<file path="src/logic/twslv_map.svh">
// Constants for the two-wire hardware slave: reset values, bit positions, vector.
// Assumes inclusion by bare name from the top module only.
// Function
// - After system reset the interface comes up as hardware slave.
// - Active only with peripheral enable clear and master select clear.
// - Own address from address register; data register for receive and transmit.
// - Wait for START; valid address and direction set byte-complete flag.
// - Interrupt request needs flag, two-wire interrupt enable and global enable.
// - Any data register read or write clears flag and pending interrupt.
// - Second data access per flag event halts until interface reset.
// - Poll flag or take interrupt vectoring to fixed address per byte.
// - First byte shows received seven-bit address plus direction bit.
// - Direction bit holds master read/write; set transmits, clear receives.
// - After valid address hold clock low until flag cleared.
// - Flag set per byte only when acknowledged; none after not-acknowledge.
// - Keep flagging acknowledged bytes until STOP or interface reset.
// - STOP returns slave to idle, waiting to be addressed.
// - Not-acknowledge ending a sequence returns slave to idle.
// - Interface reset bit forces idle and clears halt.
// - No hardware indication separates address flag from data flag.
// - Pins shared with serial peripheral interface; one active at once.
// - Address register holds power-on default until software overwrites.
// - Flag at control bit 0, direction at bit 1.
`ifndef TWSLV_MAP_SVH
`define TWSLV_MAP_SVH
`define TW_ADDR_RST  8'h55
`define TW_DAT_RST   8'h00
`define TW_CTL_FLAG  0
`define TW_CTL_DIR   1
`define TW_CTL_RST   2
`define TW_CTL_MSEL  3
`define TW_VECTOR    16'h003B
`define TW_BITS      4'h8
`endif

</file>
<file path="src/logic/twslv_pkg.sv">
// Types for the two-wire hardware slave.
// Assumes nothing beyond the map header.
package twslv_pkg;
    typedef enum logic [2:0] {
        TW_IDLE = 3'b000,
        TW_ADDR = 3'b001,
        TW_AACK = 3'b010,
        TW_RX   = 3'b011,
        TW_RACK = 3'b100,
        TW_TX   = 3'b101,
        TW_TACK = 3'b110
    } twslv_state_t;
endpackage : twslv_pkg

</file>
<file path="src/logic/twslv_top.sv">
// Two-wire hardware slave with clock stretching and a two-entry event buffer.
// Assumes bus pins reach it unsynchronised and CPU strobes are on mclk.
`timescale 1ns/1ns
`include "twslv_map.svh"
module twslv_top import twslv_pkg::*; (
    // Clock and reset
    input  wire logic        mclk,
    input  wire logic        reset_n,
    // Configuration
    input  wire logic        serial_peripheral_enable_bit,
    input  wire logic        master_select_bit,
    input  wire logic        interface_reset_bit,
    input  wire logic        two_wire_irq_enable,
    input  wire logic        global_irq_enable,
    // Address register write
    input  wire logic        addr_wr_stb,
    input  wire logic [7:0]  addr_wr_data,
    // Data register access
    input  wire logic        dat_wr_stb,
    input  wire logic [7:0]  dat_wr_data,
    input  wire logic        dat_rd_stb,
    // Register views
    output logic      [7:0]  slave_address_reg,
    output logic      [7:0]  two_wire_data_reg,
    output logic      [7:0]  two_wire_control_reg,
    output logic             byte_complete_flag,
    output logic             transfer_direction_bit,
    output logic             halted,
    // Interrupt
    output logic             irq_req,
    output logic      [15:0] irq_vector,
    // Bus pins
    input  wire logic        serial_clock_pin_in,
    output logic             serial_clock_pin_out,
    output logic             serial_clock_pin_oe_n,
    input  wire logic        serial_data_pin_in,
    output logic             serial_data_pin_out,
    output logic             serial_data_pin_oe_n
);
    twslv_state_t state_ff;
    logic [1:0] sync1_ff;
    logic [1:0] sync2_ff;
    logic [1:0] prev_ff;
    logic [3:0] cnt_ff;
    logic [7:0] shift_ff;
    logic       drv_ff;
    logic       hold_ff;
    logic       ack_ff;
    logic       push_ff;
    logic [7:0] push_data_ff;
    logic [7:0] addr_ff;
    logic [7:0] dat_ff;
    logic       flag_ff;
    logic       dir_ff;
    logic       acc_ff;
    logic       halt_ff;
    logic       irq_ff;
    logic [15:0] vec_ff;
    logic [7:0] ctl_ff;
    logic       scl_oe_n_ff;
    logic       sda_oe_n_ff;
    logic       scl_out_ff;
    logic       sda_out_ff;
    logic [7:0] mem_ff [0:1];
    logic       wr_ptr_ff;
    logic       rd_ptr_ff;
    logic [1:0] fcnt_ff;

    logic scl_s, sda_s, scl_rise, scl_fall, start_det, stop_det;
    logic enabled, go, access, in_ready, out_valid, pop, release_ok;

    function automatic logic addr_match(input logic [7:0] b, input logic [7:0] a);
        addr_match = (b[7:1] == a[6:0]);
    endfunction : addr_match

    // Two flops per pin before any logic looks at it
    genvar gi;
    generate
        for (gi = 0; gi < 2; gi++) begin : g_sync
            always_ff @(posedge mclk or negedge reset_n) begin
                if (!reset_n) begin
                    sync1_ff[gi] <= 1'b1;
                    sync2_ff[gi] <= 1'b1;
                    prev_ff[gi]  <= 1'b1;
                end else begin
                    sync1_ff[gi] <= gi == 0 ? serial_clock_pin_in : serial_data_pin_in;
                    sync2_ff[gi] <= sync1_ff[gi];
                    prev_ff[gi]  <= sync2_ff[gi];
                end
            end
        end
    endgenerate

    assign scl_s     = sync2_ff[0];
    assign sda_s     = sync2_ff[1];
    assign scl_rise  = scl_s & ~prev_ff[0];
    assign scl_fall  = ~scl_s & prev_ff[0];
    assign start_det = scl_s & prev_ff[0] & prev_ff[1] & ~sda_s;
    assign stop_det  = scl_s & prev_ff[0] & ~prev_ff[1] & sda_s;
    // Pins are shared, so the slave only acts when the other port is off
    assign enabled   = ~serial_peripheral_enable_bit & ~master_select_bit
                       & ~interface_reset_bit & ~halt_ff;
    assign go        = enabled & ~start_det & ~stop_det;
    assign access    = dat_wr_stb | dat_rd_stb;
    assign in_ready  = (fcnt_ff != 2'h2);
    assign out_valid = (fcnt_ff != 2'h0);
    assign pop       = out_valid & ~flag_ff & ~halt_ff;
    // Stretch also waits for the buffer to drain, so bytes cannot pile up
    assign release_ok = ~flag_ff & ~out_valid & ~push_ff;

    // Bus engine
    always_ff @(posedge mclk or negedge reset_n) begin
        if (!reset_n) begin
            state_ff     <= TW_IDLE;
            cnt_ff       <= 4'h0;
            shift_ff     <= 8'h00;
            drv_ff       <= 1'b0;
            hold_ff      <= 1'b0;
            ack_ff       <= 1'b1;
            push_ff      <= 1'b0;
            push_data_ff <= 8'h00;
            dir_ff       <= 1'b0;
        end else if (!enabled) begin
            state_ff <= TW_IDLE;
            drv_ff   <= 1'b0;
            hold_ff  <= 1'b0;
            push_ff  <= 1'b0;
        end else begin
            push_ff <= push_ff & ~in_ready;
            if (start_det) begin
                state_ff <= TW_ADDR;
                cnt_ff   <= 4'h0;
                drv_ff   <= 1'b0;
                hold_ff  <= 1'b0;
            end else if (stop_det) begin
                state_ff <= TW_IDLE;
                drv_ff   <= 1'b0;
                hold_ff  <= 1'b0;
            end else begin
                case (state_ff)
                    TW_ADDR, TW_RX: begin
                        if (hold_ff) begin
                            if (release_ok) begin
                                hold_ff <= 1'b0;
                            end
                        end else if (scl_rise && cnt_ff != `TW_BITS) begin
                            shift_ff <= {shift_ff[6:0], sda_s};
                            cnt_ff   <= cnt_ff + 4'h1;
                        end else if (scl_fall && cnt_ff == `TW_BITS) begin
                            if (state_ff == TW_RX) begin
                                drv_ff   <= 1'b1;
                                state_ff <= TW_RACK;
                            end else if (addr_match(shift_ff, addr_ff)) begin
                                drv_ff   <= 1'b1;
                                state_ff <= TW_AACK;
                            end else begin
                                state_ff <= TW_IDLE;
                            end
                        end
                    end
                    TW_AACK, TW_RACK: begin
                        if (scl_fall) begin
                            drv_ff       <= 1'b0;
                            push_ff      <= 1'b1;
                            push_data_ff <= shift_ff;
                            hold_ff      <= 1'b1;
                            cnt_ff       <= 4'h0;
                            if (state_ff == TW_AACK) begin
                                dir_ff   <= shift_ff[0];
                                state_ff <= shift_ff[0] ? TW_TX : TW_RX;
                            end else begin
                                state_ff <= TW_RX;
                            end
                        end
                    end
                    TW_TX: begin
                        if (hold_ff) begin
                            if (release_ok) begin
                                hold_ff  <= 1'b0;
                                drv_ff   <= ~dat_ff[7];
                                shift_ff <= {dat_ff[6:0], 1'b0};
                                cnt_ff   <= 4'h1;
                            end
                        end else if (scl_fall) begin
                            if (cnt_ff == `TW_BITS) begin
                                drv_ff   <= 1'b0;
                                state_ff <= TW_TACK;
                            end else begin
                                drv_ff   <= ~shift_ff[7];
                                shift_ff <= {shift_ff[6:0], 1'b0};
                                cnt_ff   <= cnt_ff + 4'h1;
                            end
                        end
                    end
                    TW_TACK: begin
                        if (scl_rise) begin
                            ack_ff <= sda_s;
                        end else if (scl_fall) begin
                            if (!ack_ff) begin
                                push_ff      <= 1'b1;
                                push_data_ff <= dat_ff;
                                hold_ff      <= 1'b1;
                                state_ff     <= TW_TX;
                            end else begin
                                state_ff <= TW_IDLE;
                            end
                        end
                    end
                    default: begin
                        state_ff <= TW_IDLE;
                    end
                endcase
            end
        end
    end

    // Two-entry event buffer between the engine and the data register
    always_ff @(posedge mclk or negedge reset_n) begin
        if (!reset_n) begin
            mem_ff[0] <= 8'h00;
            mem_ff[1] <= 8'h00;
            wr_ptr_ff <= 1'b0;
            rd_ptr_ff <= 1'b0;
            fcnt_ff   <= 2'h0;
        end else if (interface_reset_bit) begin
            wr_ptr_ff <= 1'b0;
            rd_ptr_ff <= 1'b0;
            fcnt_ff   <= 2'h0;
        end else begin
            if (push_ff && in_ready) begin
                mem_ff[wr_ptr_ff] <= push_data_ff;
                wr_ptr_ff         <= ~wr_ptr_ff;
            end
            if (pop) begin
                rd_ptr_ff <= ~rd_ptr_ff;
            end
            fcnt_ff <= fcnt_ff + {1'b0, push_ff & in_ready} - {1'b0, pop};
        end
    end

    // Flag and data register; a new event wins over a clearing access.
    // One flag serves address and data bytes alike.
    always_ff @(posedge mclk or negedge reset_n) begin
        if (!reset_n) begin
            flag_ff <= 1'b0;
            dat_ff  <= `TW_DAT_RST;
        end else begin
            if (pop) begin
                flag_ff <= 1'b1;
                dat_ff  <= mem_ff[rd_ptr_ff];
            end else begin
                if (access || interface_reset_bit) begin
                    flag_ff <= 1'b0;
                end
                if (dat_wr_stb) begin
                    dat_ff <= dat_wr_data;
                end
            end
        end
    end

    // Double access detection
    always_ff @(posedge mclk or negedge reset_n) begin
        if (!reset_n) begin
            acc_ff  <= 1'b0;
            halt_ff <= 1'b0;
        end else if (interface_reset_bit) begin
            acc_ff  <= 1'b0;
            halt_ff <= 1'b0;
        end else if (pop) begin
            acc_ff <= 1'b0;
        end else if (access) begin
            acc_ff <= 1'b1;
            if (acc_ff) begin
                halt_ff <= 1'b1;
            end
        end
    end

    // Address register
    always_ff @(posedge mclk or negedge reset_n) begin
        if (!reset_n) begin
            addr_ff <= `TW_ADDR_RST;
        end else if (addr_wr_stb) begin
            addr_ff <= addr_wr_data;
        end
    end

    // Interrupt, control view and pin drivers
    always_ff @(posedge mclk or negedge reset_n) begin
        if (!reset_n) begin
            irq_ff      <= 1'b0;
            vec_ff      <= 16'h0000;
            ctl_ff      <= 8'h00;
            scl_oe_n_ff <= 1'b1;
            sda_oe_n_ff <= 1'b1;
            scl_out_ff  <= 1'b0;
            sda_out_ff  <= 1'b0;
        end else begin
            irq_ff <= flag_ff & two_wire_irq_enable & global_irq_enable;
            vec_ff <= irq_ff ? `TW_VECTOR : 16'h0000;
            ctl_ff <= 8'h00;
            ctl_ff[`TW_CTL_FLAG] <= flag_ff;
            ctl_ff[`TW_CTL_DIR]  <= dir_ff;
            ctl_ff[`TW_CTL_RST]  <= interface_reset_bit;
            ctl_ff[`TW_CTL_MSEL] <= master_select_bit;
            scl_oe_n_ff <= ~hold_ff;
            sda_oe_n_ff <= ~drv_ff;
            scl_out_ff  <= 1'b0;
            sda_out_ff  <= 1'b0;
        end
    end

    assign slave_address_reg      = addr_ff;
    assign two_wire_data_reg      = dat_ff;
    assign two_wire_control_reg   = ctl_ff;
    assign byte_complete_flag     = flag_ff;
    assign transfer_direction_bit = dir_ff;
    assign halted                 = halt_ff;
    assign irq_req                = irq_ff;
    assign irq_vector             = vec_ff;
    assign serial_clock_pin_out   = scl_out_ff;
    assign serial_clock_pin_oe_n  = scl_oe_n_ff;
    assign serial_data_pin_out    = sda_out_ff;
    assign serial_data_pin_oe_n   = sda_oe_n_ff;
endmodule : twslv_top

</file>
<file path="config.mk">
export PLATFORM = sky130hd
export DESIGN_NAME = twslv_top
export DESIGN_NICKNAME = d
export VERILOG_FILES = /design/src/logic/twslv_pkg.sv /design/src/logic/twslv_top.sv
export VERILOG_INCLUDE_DIRS = /design/src /design/src/logic
export SDC_FILE = /design/constraint.sdc
export NUM_CORES = 1
export LEC_CHECK = 0
export BUFFER_PORTS_ARGS = -buffer_cell sky130_fd_sc_hd__buf_2
export CAP_MARGIN = 20
export CORE_ASPECT_RATIO = 0.6
export CORE_UTILIZATION = 60
export CTS_CLUSTER_DIAMETER = 150
export DETAILED_ROUTE_END_ITERATION = 6
export GPL_TIMING_DRIVEN = 0
export PLACE_DENSITY = 0.86
export SLEW_MARGIN = 20
export SYNTH_ARGS = -nofsm -noshare
export SYNTH_HDL_FRONTEND = slang
export SYNTH_SLANG_ARGS = --single-unit
</file>
<file path="constraint.sdc">
create_clock -name mclk -period 3.1 [get_ports mclk]
set_input_delay 0.31 -clock mclk [delete_from_list [all_inputs] [get_ports mclk]]
set_output_delay 0.31 -clock mclk [all_outputs]
set_load 0.005 [all_outputs]
</file>
==> impl_metrics.ini <==
[timing]
setup-tns-final_ps = 0
period_needed_ps = 2090
max_clock_freq_ghz = 0.478
slew-limit-headroom_pct = 50.5
rsz0062_at_grt = false
finalCritPeriodShare_pct = 67.5
finalClockSkew_ps = 7.84
hold_ws_ps = 74.0
slew_viol_final = 0
setup_viol = 0
report.final.hold_viol_count = 0
tightest_slew_ps = 742

[clock_tree]
htree_levels = 3
clock_latency_ps = 330
cts.sinks = 81
cts_setup_buffers = 0
cts_tree = done
cts.clk_slew.worst_paths_ps = 60
cts_buffer_depth = 2
root_buffer = clkbuf_16
numCtsBuffers = 9

[synthesis]
syn_inst = 365
ys_seq_elements = 81
synth_edf_count = 0
synth_ff_type = dfrtp_1
synth_seq_area_share_pct = 49.4
yosysWarnings = 0
synth_async_sr_flop_share_pct = 100
synth.avg_cell_area_um2 = 11.3
yosysUniqueCellTypes = 64
synth_area_um2 = 4140

[pwr]
pwr-share-comb_pct = 16.9
p_leak_nw = 2.35
clkPwrFrac_pct = 35.9
p_total_mw = 2.76
p_seq_share_pct = 47.2
cellInternalPower_mw = 1.98
powerDensity_nw_per_um2 = 561
power_switching_mw = 0.774
swShare_pct = 28.0
ir_drop_v = 0.000543

[route]
dr.pass1.iters = 4
antenna_left = 0
vias = 3065
vias_per_cell = 5.64
wl_per_cell_um = 16.5
drcViolationCount = 0
routed_wl_mm = 8.99
first_iter_violations = 200

[finish]
antenna_cells = 0
n_fill_cell = 470
drive_above_1_share_pct = 37.7
layout.cells.non_filler = 543
finalInstanceArea_um2 = 4910
layout_common_cells = 68 x dfrtp_1, 59 x buf_2, 31 x mux2_2, 26 x buf_4, 22 x nor2_1
final_common_cell = dfrtp_1
top_register = mem_ff
largest_reg_flops = 16
nets = 483
areaGrowthSynthToFinish_pct = 18.9

[worst_setup_path]
slowest_delay_ps = 420
critPathBufInv = 2
crit_chain = inv_1 -> ha_1 -> nand3b_1 -> a211oi_2 -> a21oi_1 -> and4_1 -> buf_6 -> mux2_4
cp.arrival_ps = 2310
worstPathRequired_ps = 3310
r2r_end = shift_ff[4]
r2r_start = cnt_ff[0]
crit_type = register to register
crit_fanout = 8
cp-start-kind = register
r2r_slack_ps = 1010
reg2reg_depth = 8
cp_slowest_cell = dfrtp_1
cpLargestDelayFamily = simple AND/OR/NAND/NOR gates
critPathCaptureType = register

[worst_hold_path]
hold_class = input port to register
min_path_cells = 1
hold_end = sync1_ff[1]
hp-start = serial_data_pin_in

[die]
num_rows = 23
fp.dieH_um = 66.3
die_w_um = 109
pin_count = 76
dieArea_um2 = 7240
start_util_pct = 61.9
core_area_um2 = 6680

[global_routing]
grt_max_degree = 57
grt_pass1_vias = 2839
overflow = 0
grt_pass1_wl_mm = 14.4
grt_usage_pct = 27.1
antenna_found_initial = 0

[placement]
port_buffers = 57
placed_area_um2 = 4620
hpwlAfterDp_mm = 6.66
post-place-cells = 526
gp_congestion = 0.926

[flow_run]
maxCapViolations = 0

[run_status]
outcome = finished, final reports clean
-- worst register-to-register path, delay by kind of cell, from the launching register on --
family | cells | cell delay (ps)
mux | 1 | 310
flops | 1 | 420
buf+inv | 2 | 220
fa+ha+maj | 1 | 140
simple gates | 2 | 460
compound gates | 2 | 410
-- worst max path at each step --
stage	from	endpoint	slack [ps]	cells after the start
global placement	interface_reset_bit	shift_ff[3]	850	7
CTS	cnt_ff[0]	shift_ff[4]	1020	8
global route	fcnt_ff[1]	fcnt_ff[0]	870	8
detailed placement	interface_reset_bit	shift_ff[4]	860	7
floorplan	scl_s	drv_ff	1230	5
finish	cnt_ff[0]	shift_ff[4]	1010	8
-- cell type report --
type	count	area (um^2)	area share, %
Buffer	36	248	5.04
Clock buffer	13	260	5.30
Clock inverter	3	25.0	0.509
Inverter	12	45.0	0.916
Multi-Input combinational cell	252	1860	37.8
Sequential cell	81	2040	41.6
Tap cell	87	109	2.21
Timing Repair Buffer	59	325	6.62
-- kinds of logic (layout without fill, tap and decap cells) --
| kind of cell | count (synthesis) | count (layout) | share of synthesized area [%] |
|---|---|---|---|
| buffers and inverters | 48 | 123 | 7.08 |
| multiplexers | 53 | 53 | 14.7 |
| AND/OR/NAND/NOR | 102 | 102 | 14.4 |
| adder cells (fa/ha/maj) | 4 | 4 | 1.21 |
| XOR/XNOR | 13 | 13 | 2.75 |
| AO/OA/AOI/OAI | 63 | 63 | 10.3 |
| other | 1 | 17 | 0.0907 |
| flip-flops | 81 | 81 | 49.4 |
-- Yosys cell counts, types with 3 or more instances --
cell type / instances / share of area (%)
dfrtp_1: 68 / 41
mux2_2: 31 / 8.4
buf_4: 25 / 4.5
nor2_1: 22 / 2.0
nand2_1: 21 / 1.9
a21oi_1: 20 / 2.4
dfstp_2: 13 / 8.3
mux2i_1: 11 / 2.7
inv_1: 10 / 0.91
nor2b_1: 10 / 1.5
xnor2_1: 10 / 2.1
a211oi_1: 9 / 1.6
a31oi_1: 9 / 1.4
mux2_4: 7 / 2.5
nand3_1: 7 / 0.85
clkbuf_1: 5 / 0.45
nor3_1: 5 / 0.61
o21ai_0: 5 / 0.61
and3_1: 4 / 0.61
ha_1: 4 / 1.2
mux2_1: 4 / 1.1
nand2b_1: 4 / 0.61
o21ai_1: 4 / 0.48
buf_2: 3 / 0.36
nand4_1: 3 / 0.45
nand4b_1: 3 / 0.64
xor2_1: 3 / 0.64
-- per-stage QoR --
step,worst slack (ps),util (%)
after floorplan,1230,-
after global routing,872,73.6
final,1010,73.6
after CTS,1020,73.6
after global placement,853,68.7
after detailed placement,860,69.2
-- power by group through the flow --
stage | combinational [mW] | clock (mW) | sequential (mW)
after global routing | 0.528 | 1.06 | 1.32
final | 0.466 | 0.991 | 1.30
after floorplan | 0.266 | 0 | 1.29
after detailed placement | 0.464 | 0 | 1.32
after global placement | 0.443 | 0 | 1.31
after CTS | 0.467 | 1.02 | 1.30
-- metal layers --
metal  GRT usage (%)  vias to the layer above  part of all wire [%]
li1                -                     1436                     -
met3            7.68                        7                   7.8
met4            6.17                        0                  0.73
met2            38.5                      131                    43
met5               0                        -                     0
met1            40.7                     1491                    49
-- what timing repair did --
action,in CTS,in global routing
hold endpoints to repair,14,0
hold buffers,1,0
gates resized for setup,0,0
No activity file was read; power rests on OpenSTA's default activity.
